### src/design/rst_cause_pkg.sv
package rst_cause_pkg;
   // register byte offsets on the bus
   localparam logic [11:0] RESET_CAUSE_STATUS_OFS = 12'h000;
   localparam logic [11:0] POWER_CONTROL_OFS      = 12'h004;
   // reset cause field positions
   localparam int POWERUP_BIT      = 0;
   localparam int UNDERVOLTAGE_BIT = 1;
   localparam int WAKE_IDLE_BIT    = 2;
   localparam int WAKE_SLEEP_BIT   = 3;
   localparam int WATCHDOG_BIT     = 4;
   localparam int CAUSE_WIDTH      = 5;
   // power control field position
   localparam int KEEPALIVE_BIT    = 0;
   // reset values
   localparam logic [4:0]  CAUSE_RESET     = 5'h01;
   localparam logic        KEEPALIVE_RESET = 1'b0;
   localparam logic [31:0] UNMAPPED_RDATA  = 32'h0000_0000;
endpackage

### src/design/reset_cause_and_sleep_power_status.sv
`timescale 1ns/1ps
// Functional notes
// [RULE1] watchdog expiry event sets the watchdog flag, bit 4, sticky until cleared
// [RULE2] leaving sleep sets the wake-from-sleep flag, bit 3
// [RULE3] leaving idle sets the wake-from-idle flag, bit 2
// [RULE4] brown-out reset sets the undervoltage flag, bit 1
// [RULE5] power-on reset sets the power-up flag, bit 0
// [RULE6] brown-out and power-on flags hold until software clears them
// [RULE7] keep-alive 1 keeps regulator active in sleep; 0 puts it in standby
// [RULE8] power control bits 31 to 1 always read zero
module reset_cause_and_sleep_power_status
   import rst_cause_pkg::*;
(
   input  wire logic        core_clk,
   input  wire logic        sys_rst,
   // event sources, asynchronous to core_clk
   input  wire logic        watchdog_expiry_evt,
   input  wire logic        sleep_exit_evt,
   input  wire logic        idle_exit_evt,
   input  wire logic        brownout_evt,
   input  wire logic        poweron_evt,
   input  wire logic        sleep_active,
   // apb slave
   input  wire logic        psel,
   input  wire logic        penable,
   input  wire logic        pwrite,
   input  wire logic [11:0] paddr,
   input  wire logic [31:0] pwdata,
   output logic      [31:0] prdata,
   output logic             pready,
   output logic             pslverr,
   // regulator control
   output logic             regulator_standby,
   output logic             regulator_keepalive_select
);

   ////////////////////////////////////////////////////////////////////////
   // event synchronisers and rising-edge detect
   logic [CAUSE_WIDTH-1:0] evt_raw;
   logic [CAUSE_WIDTH-1:0] sync1_q;
   logic [CAUSE_WIDTH-1:0] sync2_q;
   logic [CAUSE_WIDTH-1:0] sync3_q;
   logic [CAUSE_WIDTH-1:0] evt_pulse;
   logic                   sleep_s1_q;
   logic                   sleep_s2_q;

   assign evt_raw[WATCHDOG_BIT]     = watchdog_expiry_evt;
   assign evt_raw[WAKE_SLEEP_BIT]   = sleep_exit_evt;
   assign evt_raw[WAKE_IDLE_BIT]    = idle_exit_evt;
   assign evt_raw[UNDERVOLTAGE_BIT] = brownout_evt;
   assign evt_raw[POWERUP_BIT]      = poweron_evt;
   // edge detect between the second and third stages, so a long event sets the flag once
   assign evt_pulse = sync2_q & ~sync3_q;

   always_ff @(posedge core_clk) begin
      if (sys_rst) begin
         sync1_q    <= '0;
         sync2_q    <= '0;
         sync3_q    <= '0;
         sleep_s1_q <= 1'b0;
         sleep_s2_q <= 1'b0;
      end else begin
         sync1_q    <= evt_raw;
         sync2_q    <= sync1_q;
         sync3_q    <= sync2_q;
         sleep_s1_q <= sleep_active;
         sleep_s2_q <= sleep_s1_q;
      end
   end

   ////////////////////////////////////////////////////////////////////////
   // apb decode
   logic access_phase;
   logic wr_en;
   logic sel_cause;
   logic sel_power;
   logic wr_cause;
   logic wr_power;

   function automatic logic hit(input logic [11:0] a, input logic [11:0] ofs);
      hit = (a == ofs);
   endfunction

   assign access_phase = psel & penable;
   assign wr_en        = access_phase & pwrite & pready;
   assign sel_cause    = hit(paddr, RESET_CAUSE_STATUS_OFS);
   assign sel_power    = hit(paddr, POWER_CONTROL_OFS);
   assign wr_cause     = wr_en & sel_cause;
   assign wr_power     = wr_en & sel_power;

   ////////////////////////////////////////////////////////////////////////
   // sticky cause flags: a write stores 0 to clear; an event in the same
   // cycle wins so it is never lost
   logic [CAUSE_WIDTH-1:0] cause_q;
   logic [CAUSE_WIDTH-1:0] cause_d;
   logic [CAUSE_WIDTH-1:0] cause_keep;

   assign cause_keep = wr_cause ? (cause_q & pwdata[CAUSE_WIDTH-1:0]) : cause_q; // [RULE6]
   assign cause_d    = cause_keep | evt_pulse; // [RULE1] [RULE2] [RULE3] [RULE4] [RULE5]

   // power-on is assumed at sys_rst, so the power-up flag resets to 1
   always_ff @(posedge core_clk) begin
      if (sys_rst) cause_q <= CAUSE_RESET;
      else         cause_q <= cause_d;
   end

   ////////////////////////////////////////////////////////////////////////
   // power control
   logic keep_q;
   logic keep_d;
   logic standby_d;

   assign keep_d    = wr_power ? pwdata[KEEPALIVE_BIT] : keep_q;
   assign standby_d = sleep_s2_q & ~keep_d; // [RULE7]

   always_ff @(posedge core_clk) begin
      if (sys_rst) begin
         keep_q                     <= KEEPALIVE_RESET;
         regulator_keepalive_select <= KEEPALIVE_RESET;
         regulator_standby          <= 1'b0;
      end else begin
         keep_q                     <= keep_d;
         regulator_keepalive_select <= keep_d;
         regulator_standby          <= standby_d;
      end
   end

   ////////////////////////////////////////////////////////////////////////
   // apb response: one wait state, pready registered
   logic [31:0] rdata_d;
   logic        err_d;
   logic        resp_start;
   logic [31:0] prdata_d;

   assign rdata_d = sel_cause ? {{(32-CAUSE_WIDTH){1'b0}}, cause_q}
                  : sel_power ? {31'h0000_0000, keep_q} // [RULE8]
                  : UNMAPPED_RDATA;
   assign err_d   = ~(sel_cause | sel_power);
   // fires once per access phase, so pready can never stick high
   assign resp_start = access_phase & ~pready;
   assign prdata_d   = (resp_start & ~pwrite) ? rdata_d : 32'h0000_0000;

   always_ff @(posedge core_clk) begin
      if (sys_rst) begin
         pready  <= 1'b0;
         prdata  <= 32'h0000_0000;
         pslverr <= 1'b0;
      end else begin
         pready  <= resp_start;
         prdata  <= prdata_d;
         pslverr <= resp_start & err_d;
      end
   end

   ////////////////////////////////////////////////////////////////////////
   // assertions
   property p_watchdog_set;
      @(posedge core_clk) disable iff (sys_rst)
         evt_pulse[WATCHDOG_BIT] |=> cause_q[WATCHDOG_BIT];
   endproperty
   a_watchdog_set: assert property (p_watchdog_set) // [RULE1]
      else $error("watchdog flag not set");

   property p_sleep_set;
      @(posedge core_clk) disable iff (sys_rst)
         $rose(sync2_q[WAKE_SLEEP_BIT]) |=> cause_q[WAKE_SLEEP_BIT];
   endproperty
   a_sleep_set: assert property (p_sleep_set) // [RULE2]
      else $error("sleep wake flag not set");

   property p_idle_set;
      @(posedge core_clk) disable iff (sys_rst)
         evt_pulse[WAKE_IDLE_BIT] ##1 1'b1 |-> cause_q[WAKE_IDLE_BIT];
   endproperty
   a_idle_set: assert property (p_idle_set) // [RULE3]
      else $error("idle wake flag not set");

   property p_brownout_set;
      @(posedge core_clk) disable iff (sys_rst)
         evt_pulse[UNDERVOLTAGE_BIT] |=> $past(evt_pulse[UNDERVOLTAGE_BIT])
                                         && cause_q[UNDERVOLTAGE_BIT];
   endproperty
   a_brownout_set: assert property (p_brownout_set) // [RULE4]
      else $error("brownout flag not set");

   property p_poweron_set;
      @(posedge core_clk) disable iff (sys_rst)
         evt_pulse[POWERUP_BIT] && wr_cause |=> cause_q[POWERUP_BIT];
   endproperty
   a_poweron_set: assert property (p_poweron_set) // [RULE5]
      else $error("power flag lost on clear");

   property p_sticky_hold;
      @(posedge core_clk) disable iff (sys_rst)
         cause_q[UNDERVOLTAGE_BIT] && !wr_cause |=> cause_q[UNDERVOLTAGE_BIT];
   endproperty
   a_sticky_hold: assert property (p_sticky_hold) // [RULE6]
      else $error("flag dropped without clear");

   property p_no_spurious;
      @(posedge core_clk) disable iff (sys_rst)
         !cause_q[POWERUP_BIT] && !evt_pulse[POWERUP_BIT] |=> !cause_q[POWERUP_BIT];
   endproperty
   a_no_spurious: assert property (p_no_spurious) // [RULE6]
      else $error("flag set without event");

   property p_regulator;
      @(posedge core_clk) disable iff (sys_rst)
         sleep_s2_q && keep_q && !wr_power |=> !regulator_standby;
   endproperty
   a_regulator: assert property (p_regulator) // [RULE7]
      else $error("regulator in standby with keepalive");

   property p_standby;
      @(posedge core_clk) disable iff (sys_rst)
         sleep_s2_q && !regulator_keepalive_select && !wr_power |=> regulator_standby;
   endproperty
   a_standby: assert property (p_standby) // [RULE7]
      else $error("regulator not in standby");

   property p_power_upper_zero;
      @(posedge core_clk) disable iff (sys_rst)
         pready && !pwrite && $past(sel_power) && $past(access_phase) |-> prdata[31:1] == 31'h0;
   endproperty
   a_power_upper_zero: assert property (p_power_upper_zero) // [RULE8]
      else $error("upper bits nonzero");

   ////////////////////////////////////////////////////////////////////////
   // clear, hold and bus response checks
   property p_watchdog_clear;
      @(posedge core_clk) disable iff (sys_rst)
         wr_cause && !pwdata[WATCHDOG_BIT] && !evt_pulse[WATCHDOG_BIT]
            |=> !cause_q[WATCHDOG_BIT];
   endproperty
   a_watchdog_clear: assert property (p_watchdog_clear) // [RULE1]
      else $error("watchdog flag not cleared");

   property p_sleep_clear;
      @(posedge core_clk) disable iff (sys_rst)
         wr_cause && !pwdata[WAKE_SLEEP_BIT] && !evt_pulse[WAKE_SLEEP_BIT]
            |=> !cause_q[WAKE_SLEEP_BIT];
   endproperty
   a_sleep_clear: assert property (p_sleep_clear) // [RULE2]
      else $error("sleep wake flag not cleared");

   property p_idle_clear;
      @(posedge core_clk) disable iff (sys_rst)
         wr_cause && !pwdata[WAKE_IDLE_BIT] && !evt_pulse[WAKE_IDLE_BIT]
            |=> !cause_q[WAKE_IDLE_BIT];
   endproperty
   a_idle_clear: assert property (p_idle_clear) // [RULE3]
      else $error("idle wake flag not cleared");

   property p_brownout_clear;
      @(posedge core_clk) disable iff (sys_rst)
         wr_cause && !pwdata[UNDERVOLTAGE_BIT] && !evt_pulse[UNDERVOLTAGE_BIT]
            |=> !cause_q[UNDERVOLTAGE_BIT];
   endproperty
   a_brownout_clear: assert property (p_brownout_clear) // [RULE4]
      else $error("brownout flag not cleared");

   property p_poweron_clear;
      @(posedge core_clk) disable iff (sys_rst)
         wr_cause && !pwdata[POWERUP_BIT] && !evt_pulse[POWERUP_BIT]
            |=> !cause_q[POWERUP_BIT];
   endproperty
   a_poweron_clear: assert property (p_poweron_clear) // [RULE5]
      else $error("power flag not cleared");

   property p_keep_write;
      @(posedge core_clk) disable iff (sys_rst)
         wr_power |=> keep_q == $past(pwdata[KEEPALIVE_BIT])
                      && regulator_keepalive_select == $past(pwdata[KEEPALIVE_BIT]);
   endproperty
   a_keep_write: assert property (p_keep_write) // [RULE7]
      else $error("keepalive write not taken");

   property p_awake_active;
      @(posedge core_clk) disable iff (sys_rst)
         !sleep_s2_q |=> !regulator_standby;
   endproperty
   a_awake_active: assert property (p_awake_active) // [RULE7]
      else $error("regulator in standby while awake");

   property p_flags_hold;
      @(posedge core_clk) disable iff (sys_rst)
         !wr_cause |=> (cause_q & $past(cause_q)) == $past(cause_q);
   endproperty
   a_flags_hold: assert property (p_flags_hold) // [RULE6]
      else $error("cause flag dropped without write");

   property p_no_set_without_event;
      @(posedge core_clk) disable iff (sys_rst)
         (cause_q & ~$past(cause_q) & ~$past(evt_pulse)) == '0;
   endproperty
   a_no_set_without_event: assert property (p_no_set_without_event) // [RULE4]
      else $error("cause flag set without event");

   property p_unmapped_no_write;
      @(posedge core_clk) disable iff (sys_rst)
         wr_en && !sel_cause && !sel_power
            |=> keep_q == $past(keep_q) && cause_q == ($past(cause_q) | $past(evt_pulse));
   endproperty
   a_unmapped_no_write: assert property (p_unmapped_no_write) // [RULE6]
      else $error("unmapped write changed a register");

   property p_pready_one;
      @(posedge core_clk) disable iff (sys_rst)
         pready |=> !pready;
   endproperty
   a_pready_one: assert property (p_pready_one)
      else $error("pready longer than one cycle");

   property p_ready_after_access;
      @(posedge core_clk) disable iff (sys_rst)
         access_phase && !pready |=> pready;
   endproperty
   a_ready_after_access: assert property (p_ready_after_access)
      else $error("pready late after access phase");

   property p_cause_upper_zero;
      @(posedge core_clk) disable iff (sys_rst)
         pready && !pwrite && $past(sel_cause) && $past(access_phase)
            |-> prdata[31:CAUSE_WIDTH] == '0;
   endproperty
   a_cause_upper_zero: assert property (p_cause_upper_zero)
      else $error("cause upper bits nonzero");

endmodule

### config.mk
export PLATFORM = sky130hd
export DESIGN_NAME = reset_cause_and_sleep_power_status
export DESIGN_NICKNAME = d
export VERILOG_FILES = /design/src/design/rst_cause_pkg.sv /design/src/design/reset_cause_and_sleep_power_status.sv
export SDC_FILE = /design/constraint.sdc
export NUM_CORES = 1
export LEC_CHECK = 0
export BUFFER_PORTS_ARGS = -buffer_cell sky130_fd_sc_hd__buf_2
export CAP_MARGIN = 40
export CORE_UTILIZATION = 30
export CTS_BUF_LIST = sky130_fd_sc_hd__clkbuf_8 sky130_fd_sc_hd__clkbuf_16
export CTS_CLUSTER_DIAMETER = 100
export DETAILED_ROUTE_END_ITERATION = 12
export GPL_TIMING_DRIVEN = 0
export PLACE_DENSITY = 0.72
export SYNTH_ARGS = -nofsm -noshare
export SYNTH_HDL_FRONTEND = slang
export SYNTH_SLANG_ARGS = --single-unit
export TNS_END_PERCENT = 50
### constraint.sdc
create_clock -name core_clk -period 1.05 [get_ports core_clk]
set_input_delay 0.0525 -clock core_clk [delete_from_list [all_inputs] [get_ports core_clk]]
set_output_delay 0.0525 -clock core_clk [all_outputs]
set_load 0.05 [all_outputs]
# Word-level counts from Yosys, hierarchy flattened
# Cells that the tools add are included.
[totals]
register_bits = 58
input_bits = 55
[classes]
eq_ne = 1
muxes = 4
bitwise = 19
reduce_logical = 3
[op_table]
columns = ["op", "n"]
rows = [
  ["12-bit by 3-bit equality test with 1-bit output (second input constant)", 1],
  ["12-bit logical NOT", 1],
  ["5-bit AND", 2],
  ["5-bit 2-to-1 mux", 2],
  ["1-bit AND", 9],
  ["1-bit inverter", 5],
  ["5-bit inverter", 1],
  ["5-bit OR", 1],
  ["3-bit OR reduction", 1],
  ["1-bit 2-to-1 mux", 2],
  ["2-bit OR reduction", 1],
  ["1-bit OR", 1],
]

# Longest topological paths before layout
# Gate-level depths: netlist (run 1).
[depth]
ltp_word = 7
mapped_depth = 4
ltp_nobuf = 4

# Worst setup path before layout (run 1)
# Ideal clock, no wire load.
[synth_path]
kind = "flip-flop to flip-flop"
startpoint = "register pready"
endpoint = "register cause_q[1]"
arrival_time_ns = 1.304
t_required_ns = 0.918
setup_slack_ns = -0.387
path_stages_with_launch = 5
path_buffers = 0
period_less_slack_ns = 1.437
cell_sequence = "dfxtp_1 and4_1 nand4_1 o21ai_0 a21oi_1"
[synth_between]
elab_chain_cells = 4
[synth_lines]
columns = ["item", "line_no", "source"]
rows = [
  ["start, declared", "reset_cause_and_sleep_power_status.sv:30", "output logic pready,"],
  ["start signal, assigned", "reset_cause_and_sleep_power_status.sv:149", "pready <= resp_start;"],
  ["1-bit AND", "reset_cause_and_sleep_power_status.sv:85", "assign wr_en = access_phase & pwrite & pready;"],
  ["1-bit AND", "reset_cause_and_sleep_power_status.sv:88", "assign wr_cause = wr_en & sel_cause;"],
  ["5-bit 2-to-1 mux", "reset_cause_and_sleep_power_status.sv:98", "assign cause_keep = wr_cause ? (cause_q & pwdata[CAUSE_WIDTH-1:0]) : cause_q;"],
  ["5-bit OR", "reset_cause_and_sleep_power_status.sv:99", "assign cause_d = cause_keep | evt_pulse;"],
  ["end signal, assigned", "reset_cause_and_sleep_power_status.sv:104", "else cause_q <= cause_d;"],
  ["end, declared", "reset_cause_and_sleep_power_status.sv:94", "logic [CAUSE_WIDTH-1:0] cause_q;"],
]
# Every way passes these cells.
# A chain may end at the register's enable or synchronous reset.

# Worst setup path in the final report (run 1)
[layout_path]
startpoint = "register pready"
endpoint = "register cause_q[3]"
# Same word-level chain as after synthesis.

==> metrics.csv, run 1 <==
metric,value,unit
cp_cell_sequence,and4_4 > nand4_1 > o21ai_1 > a21oi_1,
final_nets,256,
ioPinCount,91,
grt.overflow.total,0,
grt_pass1_wl,3020,um
area_growth,44.7,%
die_area,4340,um^2
insertion_delay,270,ps
cp.arrival,1320,ps
clk_pin_slew,60,ps
highest_layer,met4,
p_int,1.96,mW
drt-total-wl,2040,um
post-place-ws,-279,ps
setup_viol,11,
placed_cell_area,1570,um^2
cellLeakagePower,0.857,nW
worst_slack,-128,ps
grt_pass1_vias,775,
rsz0062_at_grt,true,
via_count,926,
via_per_inst,3.72,
avgRoutedWirePerCell,8.20,um
final_cell_area,1770,um^2
min_period_over_period,1.12,
fin_skew,3.43,ps
dr.pass1.iters,5,
core,3800,um^2
grt_max_degree,11,
outcome,"complete, but fails checks",
final_common_cell,buf_2,
crit_slowest_cell,dfxtp_4,
yosys.area.top_type,dfxtp_1,
initial_core_util,0.322,
maxCapViolations,0,
antenna_found_initial,0,
crit_fanout,5,
die_x,65.9,um
violations,setup timing,
cts_buffers,5,
place.gp.congestion,0.758,
mappedNetlistArea,1220,um^2
fmax,0.849,GHz
cts.path.max_buffers,2,
yosysUniqueCellTypes,23,
n_fill_cell,386,
drive_gt1_frac,0.418,
rows,22,
endpoint_kind,flip-flop,
ys_ff_latch,31,
die_h,65.9,um
slew_violations,0,
p_switching,0.709,mW
cts.sinks,31,
ant_nets,0,
met2_length,1070,um
first_iter_violations,36,
yosys-top-cells-area,"dfxtp_1 51%, buf_4 17%, nor2b_1 8.7%",
sw_frac_of_total,0.265,
wl_met3,199,um
yosys_warnings,0,
ys_seq_area_frac,0.507,
vdd_drop_max,0.000561,V
pwr-share-comb,0.176,
yosysTopAreaCellShare,0.507,
drt-met1-wl,699,um
grtUsageTotal,0.102,
seqPwrFrac,0.458,
numPortBuffers,36,
root_buffer,clkbuf_8,
min_path_type,in2reg,
crit_path_start_kind,flip-flop,
pwr-share-clk,0.366,
cts_tree,built,
hpwl,1620,um
crit_type,reg2reg,
period_needed,1180,ps
mostFrequentLayoutCells,"36 x buf_2, 30 x dfxtp_1, 29 x buf_4",
drcViolationCount,0,
cp.required,1190,ps
n_antenna_cell,0,
powerDensity,1510,nW/um^2
max_stage_delay,340,ps
synth_cells,122,
synth_area_per_cell,10.0,um^2
final_hold_viol_count,0,
cts_htree_levels,2,
-- registers in the layout (all words and copies together) (netlist names), 5 cells and up --
| register | flops |
|---|---|
| sync2_q | 5 |
| sync3_q | 5 |
| cause_q | 5 |
| prdata | 5 |
| sync1_q | 5 |
-- worst paths after layout --
kind / start / to / slack [ps] / cells after the start
worst max-delay path: pready / cause_q[3] / -130 / 4
worst min-delay path: sys_rst / sync3_q[3] / 40 / 2
worst max register to register: pready / cause_q[3] / -130 / 4
worst min register to register: cause_q[4] / prdata[4] / 430 / 2
-- Yosys cell counts --
master	n
dfxtp_1	31
buf_4	27
nor2b_1	17
a21oi_1	6
inv_1	6
o21ai_0	6
nand2b_1	4
nor2_2	4
clkbuf_1	2
nand2_1	2
nand4_1	2
nor2_1	2
nor4_1	2
nor4_4	2
and3_2	1
and4_1	1
and4b_1	1
conb_1	1
mux2i_1	1
nand3_1	1
nand3_2	1
nor3_1	1
or4_4	1
-- layer usage --
metal	GRT usage	up-vias
li1	-	495
met1	0.0827	383
met2	0.171	41
met3	0.0655	7
met4	0.0815	0
met5	0	-
-- repair_timing --
item                                   CTS  global route
setup buffers                            1             1
endpoints found under the hold margin    7             1
setup endpoints to repair               11            11
gates resized for setup                  4             2
pin swaps                                6             4
hold buffers                             7             1
-- stage by stage --
stage / std cells / util / TNS [ps] / total power [mW] / hold WS (ps)
floorplan: 148 / - / -1410 / 1.61 / 124
global placement: 232 / 0.412 / -1880 / 1.68 / 257
detailed placement: 232 / 0.412 / -2020 / 1.69 / 264
CTS: 247 / 0.459 / -1130 / 2.71 / 8.83
global route: 249 / 0.466 / -1480 / 2.82 / 39.6
finish: 249 / 0.466 / -991 / 2.67 / 39.0
-- final cells by class --
| type | count | area [um^2] | share of cell area |
|---|---|---|---|
| sequential | 31 | 624 | 0.353 |
| buffer | 29 | 210 | 0.119 |
| clock buffer | 6 | 93.8 | 0.0530 |
| multi-input combinational | 82 | 480 | 0.271 |
| tap | 48 | 60.1 | 0.0339 |
| inverter | 6 | 22.5 | 0.0127 |
| timing repair buffer | 46 | 275 | 0.155 |
| clock inverter | 1 | 3.75 | 0.00212 |
-- worst max-delay path: cells and delay by family, from the launching register on --
family / cells / cell delay (ps)
compound gates: 2 / 280
simple gates: 2 / 420
flops: 1 / 340
-- cells by family after synthesis --
logic type | count (synthesis) | share of synthesized area
AND/OR/NAND/NOR | 42 | 0.242
AO/OA/AOI/OAI | 12 | 0.0491
buffers and inverters | 35 | 0.190
flip-flops | 31 | 0.507
multiplexers | 1 | 0.00818
other | 1 | 0.00306
-- power groups by stage --
| stage | Sequential (mW) | Clock, mW | Combinational (mW) |
|---|---|---|---|
| after floorplan | 1.26 | 0 | 0.345 |
| after global placement | 1.25 | 0 | 0.434 |
| after detailed placement | 1.25 | 0 | 0.441 |
| after CTS | 1.23 | 1.02 | 0.464 |
| after global routing | 1.23 | 1.09 | 0.498 |
| final | 1.23 | 0.978 | 0.470 |
Power figures use the tool's default switching activity.
==> inputs of run 2 (changes only) <==
--- a/config.mk
+++ b/config.mk
@@ -7,12 +7,12 @@
 export LEC_CHECK = 0
 export BUFFER_PORTS_ARGS = -buffer_cell sky130_fd_sc_hd__buf_2
 export CAP_MARGIN = 40
-export CORE_UTILIZATION = 30
+export CORE_UTILIZATION = 35
 export CTS_BUF_LIST = sky130_fd_sc_hd__clkbuf_8 sky130_fd_sc_hd__clkbuf_16
 export CTS_CLUSTER_DIAMETER = 100
 export DETAILED_ROUTE_END_ITERATION = 12
 export GPL_TIMING_DRIVEN = 0
-export PLACE_DENSITY = 0.72
+export PLACE_DENSITY = 0.74
 export SYNTH_ARGS = -nofsm -noshare
 export SYNTH_HDL_FRONTEND = slang
 export SYNTH_SLANG_ARGS = --single-unit
==> run 2 against run 1 <==
Against the previous run: flip-flop and latch count unchanged; register-to-register slack worse by 20 ps; final area fell by 0.49%; utilization grew 6.2 points; via count decreased by 2.2%; wire length fell by 12%; the run ends with hold timing, setup timing left; clock-buffer cell count rose by 1; sequential power barely moved.
==> metrics.csv, run 2 (same netlist as run 1, synthesis figures left out) <==
metric,value,unit
cp.arrival,1420,ps
rows,21,
cp.required,1270,ps
area_growth,44.0,%
slew_violations,0,
busiest_layer,met2,
grtUsageTotal,0.103,
die_h,61.1,um
rsz0062_at_grt,true,
final_common_cell,buf_2,
clk_pin_slew,60,ps
cts_buffers,5,
die_area,3740,um^2
fin_total_pwr,2.67,mW
violations,"hold timing, setup timing",
first_iter_violations,20,
die_x,61.1,um
grt_pass1_vias,668,
post-place-ws,-298,ps
drt-total-wl,1790,um
period_needed,1200,ps
grt.overflow.total,0,
hold_start,pwdata[0],
initial_core_util,0.367,
crit_type,reg2reg,
min_period_over_period,1.15,
final_nets,255,
dpl.cell_count,230,
finalNonFillerCells,247,
hpwl,1380,um
via_count,906,
met3_usage,0.0252,
cp_cell_sequence,nor2_2 > nand3_2 > or4_4 > nor2_2,
via_per_inst,3.67,
max_stage_delay,530,ps
crit_slowest_cell,or4_4,
drive_gt1_frac,0.428,
fmax,0.831,GHz
core,3340,um^2
drcViolationCount,0,
avgRoutedWirePerCell,7.24,um
cts.sinks,31,
dr.pass1.iters,4,
maxCapViolations,0,
numPortBuffers,36,
ioPinCount,91,
fin_hold_ws,-0.622,ps
critPathLaunch,pready,
grt_max_degree,11,
place.gp.congestion,0.696,
mostFrequentLayoutCells,"36 x buf_2, 30 x dfxtp_1, 29 x buf_4",
ant_nets,0,
setup_viol,10,
grtUsageMet1,0.123,
powerDensity,1510,nW/um^2
worst-r2r-setup-slack,-150,ps
crit_fanout,4,
grt_use_met2,0.157,
cellLeakagePower,0.855,nW
insertion_delay,270,ps
grt_pass1_wl,2750,um
vdd_drop_max,0.000629,V
cts_tree,built,
cts.path.max_buffers,2,
final_hold_viol_count,1,
antenna_found_initial,0,
min_path_type,in2reg,
outcome,"complete, but fails checks",
worst_slack,-153,ps
endpoint_kind,flip-flop,
fin_skew,1.51,ps
r2r_start,pready,
cts_htree_levels,2,
crit_path_start_kind,flip-flop,
n_antenna_cell,0,
root_buffer,clkbuf_8,
path_common_cell,nor2_2,
==> run 2: worst max-delay path, delay by kind of cell (launching register included) <==
family / cells / cell delay [ps]
flops: 1 / 340
simple gates: 4 / 800
==> run 2: through the flow <==
step | area (um^2) | util | setup TNS, ps
after floorplan | 1330 | - | -1410
after global placement | 1560 | 0.468 | -1780
after detailed placement | 1560 | 0.468 | -2160
after CTS | 1750 | 0.525 | -1270
after global routing | 1760 | 0.528 | -1990
final | 1760 | 0.528 | -1160
==> run 2: area by class of cell <==
cell class | instances | area [um^2]
clock inverter | 1 | 3.75
fill | 328 | 1580
tap | 46 | 57.6
sequential | 31 | 624
multi-input combinational | 82 | 482
buffer | 29 | 210
clock buffer | 7 | 96.3
timing repair buffer | 45 | 265
inverter | 6 | 22.5
==> run 2: repair_timing <==
action | in CTS | in global routing
endpoints found under the setup margin | 11 | 11
pin swaps | 9 | 6
hold buffers | 7 | 0
setup buffers | 1 | 1
hold endpoints to repair | 7 | 0
resized for setup | 6 | 1
==> run 2: worst paths after layout <==
path              cells after the start    endpoint
hold reg to reg                       2   prdata[2]
setup reg to reg                      4   prdata[1]
hold / removal                        3  cause_q[0]
setup / recovery                      4   prdata[1]
==> run 2: routing by layer <==
layer | wire length, um | vias to the layer above
met5 | 0 | -
met4 | 24 | 0
met3 | 138 | 4
met2 | 911 | 35
met1 | 714 | 373
li1 | - | 494
==> run 2: where the power goes <==
group | internal (mW) | switching [mW]
combinational | 0.161 | 0.304
clock | 0.587 | 0.391
sequential | 1.21 | 0.0109
==> inputs of run 3 (changes only) <==
--- a/config.mk
+++ b/config.mk
@@ -5,14 +5,15 @@
 export SDC_FILE = /design/constraint.sdc
 export NUM_CORES = 1
 export LEC_CHECK = 0
+export ABC_AREA = 1
 export BUFFER_PORTS_ARGS = -buffer_cell sky130_fd_sc_hd__buf_2
 export CAP_MARGIN = 40
-export CORE_UTILIZATION = 35
+export CORE_UTILIZATION = 37
 export CTS_BUF_LIST = sky130_fd_sc_hd__clkbuf_8 sky130_fd_sc_hd__clkbuf_16
 export CTS_CLUSTER_DIAMETER = 100
 export DETAILED_ROUTE_END_ITERATION = 12
 export GPL_TIMING_DRIVEN = 0
-export PLACE_DENSITY = 0.74
+export PLACE_DENSITY = 0.75
 export SYNTH_ARGS = -nofsm -noshare
 export SYNTH_HDL_FRONTEND = slang
 export SYNTH_SLANG_ARGS = --single-unit
==> run 3 against run 2 <==
Against the previous run: the run now ends clean; critical path depth grew 1; combinational power rose by 5.8%; clock-buffer cell count down 1; clock power decreased by 8.2%; synthesized cell count grew 43%; setup slack better by 190 ps; sequential share of layout area shrank 2.8 points; final area up 8.7%; flip-flop and latch count unchanged.
==> metrics.csv, run 3 <==
metric,value,unit
period_needed,1010,ps
yosysTopAreaCellShare,0.452,
rsz0062_at_grt,true,
die_area,3960,um^2
min_period_over_period,0.960,
first_iter_violations,39,
mostFrequentLayoutCells,"38 x buf_2, 33 x inv_1, 31 x nor2_1",
grt.overflow.total,0,
powerDensity,1370,nW/um^2
max_stage_delay,350,ps
synth.top_cells.by_count,"33 x inv_1, 31 x dfxtp_1, 31 x nor2_1",
r2r-end,cause_q[3],
sw_frac_of_total,0.276,
avgRoutedWirePerCell,6.92,um
post-cts-setup-buffers,0,
dr.pass1.iters,4,
tns,0,ps
crit_type,reg2reg,
clk_pin_slew,60,ps
antenna_found_initial,0,
root_buffer,clkbuf_8,
crit_fanout,6,
rows,21,
worst_slack,41.8,ps
cp.required,1220,ps
setup_viol,0,
synth_ff_type,dfxtp_1,
yosys_warnings,0,
pwr-share-clk,0.343,
area_growth,39.4,%
initial_core_util,0.399,
p_int,1.89,mW
pwr-share-comb,0.188,
cts.sinks,31,
whs_path_depth,3,
drive_gt1_frac,0.354,
yosysUniqueCellTypes,18,
via_count,1103,
outcome,"finished, final reports clean",
cts_htree_levels,2,
numPortBuffers,36,
ioPinCount,91,
crit_slowest_cell,dfxtp_4,
synth_cells,175,
fmax,0.992,GHz
endpoint_kind,flip-flop,
final_common_cell,buf_2,
mappedNetlistArea,1370,um^2
die_h,62.9,um
cts_buffers,5,
n_fill_cell,334,
slew_violations,0,
grt_pass1_vias,1059,
cp_top_family,simple AND/OR/NAND/NOR gates,
hold_start,paddr[3],
cts_tree,built,
grt_max_degree,11,
post-place-ws,24.2,ps
core,3440,um^2
vdd_drop_max,0.000622,V
final_hold_viol_count,0,
crit_path_start_kind,flip-flop,
insertion_delay,280,ps
final_nets,309,
grt_pass1_wl,3930,um
n_antenna_cell,0,
cellLeakagePower,1.05,nW
drt-total-wl,2080,um
synth-edff-count,0,
yosys.area.top_type,dfxtp_1,
cts.path.max_buffers,2,
via_per_inst,3.68,
hpwl,1600,um
path_buf_inv,0,
ys_seq_area_frac,0.452,
maxCapViolations,0,
drcViolationCount,0,
synth_area_per_cell,7.85,um^2
holdPathEnd,pslverr,
grtUsageTotal,0.129,
ys_ff_latch,31,
die_x,62.9,um
cp.arrival,1180,ps
reg2regPathDepth,5,
ant_nets,0,
async_flop_share,0,
synth.most_common_cell,inv_1,
post-route-util,0.557,
r2r_start,pready,
yosys-top-cells-area,"dfxtp_1 45%, buf_4 15%, inv_1 9.0%",
place.gp.congestion,0.757,
worst-r2r-setup-slack,40,ps
min_path_type,in2reg,
fin_skew,5.23,ps
cp_cell_sequence,nand2_2 > nor2_4 > nand3_4 > o21bai_2 > nand2_1,
seqPwrFrac,0.469,
p_switching,0.721,mW
==> run 3: cell count changes after synthesis, sizes merged, moves of 5 or more <==
| cell | before | now |
|---|---|---|
| nor2 | 6 | 37 |
| nand3 | 2 | 7 |
| a21oi | 6 | 0 |
| o21ai | 6 | 0 |
| inv | 6 | 35 |
| nand2 | 2 | 26 |
| nor2b | 17 | 0 |
==> run 3: area by class of cell <==
| cell class | count | area (um^2) | share of cell area |
|---|---|---|---|
| buffer | 29 | 213 | 0.111 |
| timing repair buffer | 46 | 280 | 0.146 |
| sequential | 31 | 624 | 0.326 |
| inverter | 35 | 131 | 0.0686 |
| tap | 46 | 57.6 | 0.0300 |
| clock inverter | 1 | 5.00 | 0.00261 |
| clock buffer | 6 | 82.6 | 0.0431 |
| multi-input combinational | 106 | 522 | 0.272 |
==> run 3: worst max path at each step <==
stage,end,start,cells past startpoint
2_1_floorplan,cause_q[1],pready,5
3_3_place_gp,cause_q[2],pready,5
3_5_place_dp,cause_q[1],pready,5
4_1_cts,cause_q[3],pready,5
5_1_grt,cause_q[3],pready,5
6_report,cause_q[3],pready,5
==> run 3: kinds of logic (layout without fill, tap and decap cells) <==
family                 count (synthesis)  after routing  share of synthesized area
and+or+nand+nor                       73             73                      0.252
buffers and inverters                 64            117                      0.250
DFF                                   31             31                      0.452
AOI/OAI and AO/OA                      6              6                     0.0428
other                                  1             27                    0.00273
==> run 3: per-layer routing <==
layer  GRT usage  routed length, um  vias to the layer above  part of all wire
met5           0                  0                        -                 0
met4      0.0814                 59                        0             0.028
met1       0.109                775                      441              0.37
li1            -                  -                      613                 -
met2       0.239               1060                       43              0.51
met3      0.0584                185                        6             0.089
==> run 3: repair_timing <==
item / 4_1_cts / 5_1_grt
setup endpoints to repair: 0 / 10
resized for setup: 0 / 2
hold buffers: 10 / 0
hold endpoints to repair: 10 / 0
==> run 3: stage by stage <==
step / hold slack, ps / instance area [um^2] / cells / total power [mW]
after floorplan: 159 / 1480 / 201 / 1.64
after global placement: 254 / 1720 / 283 / 1.70
after detailed placement: 260 / 1720 / 283 / 1.71
after CTS: 55.6 / 1900 / 300 / 2.65
after global routing: 83.0 / 1920 / 300 / 2.75
final: 62.9 / 1920 / 300 / 2.62
==> run 3: power by group through the flow <==
stage / sequential, mW / clock [mW] / combinational, mW
final: 1.23 / 0.898 / 0.492
after global routing: 1.23 / 0.984 / 0.532
after CTS: 1.23 / 0.932 / 0.487
after detailed placement: 1.25 / 0 / 0.458
after global placement: 1.25 / 0 / 0.454
after floorplan: 1.27 / 0 / 0.373
==> run 3: tightest hold or removal path: cells and delay by family <==
| family | cells | cell delay [ps] |
|---|---|---|
| AOI/OAI and AO/OA | 1 | 70 |
| buffers and inverters | 2 | 170 |
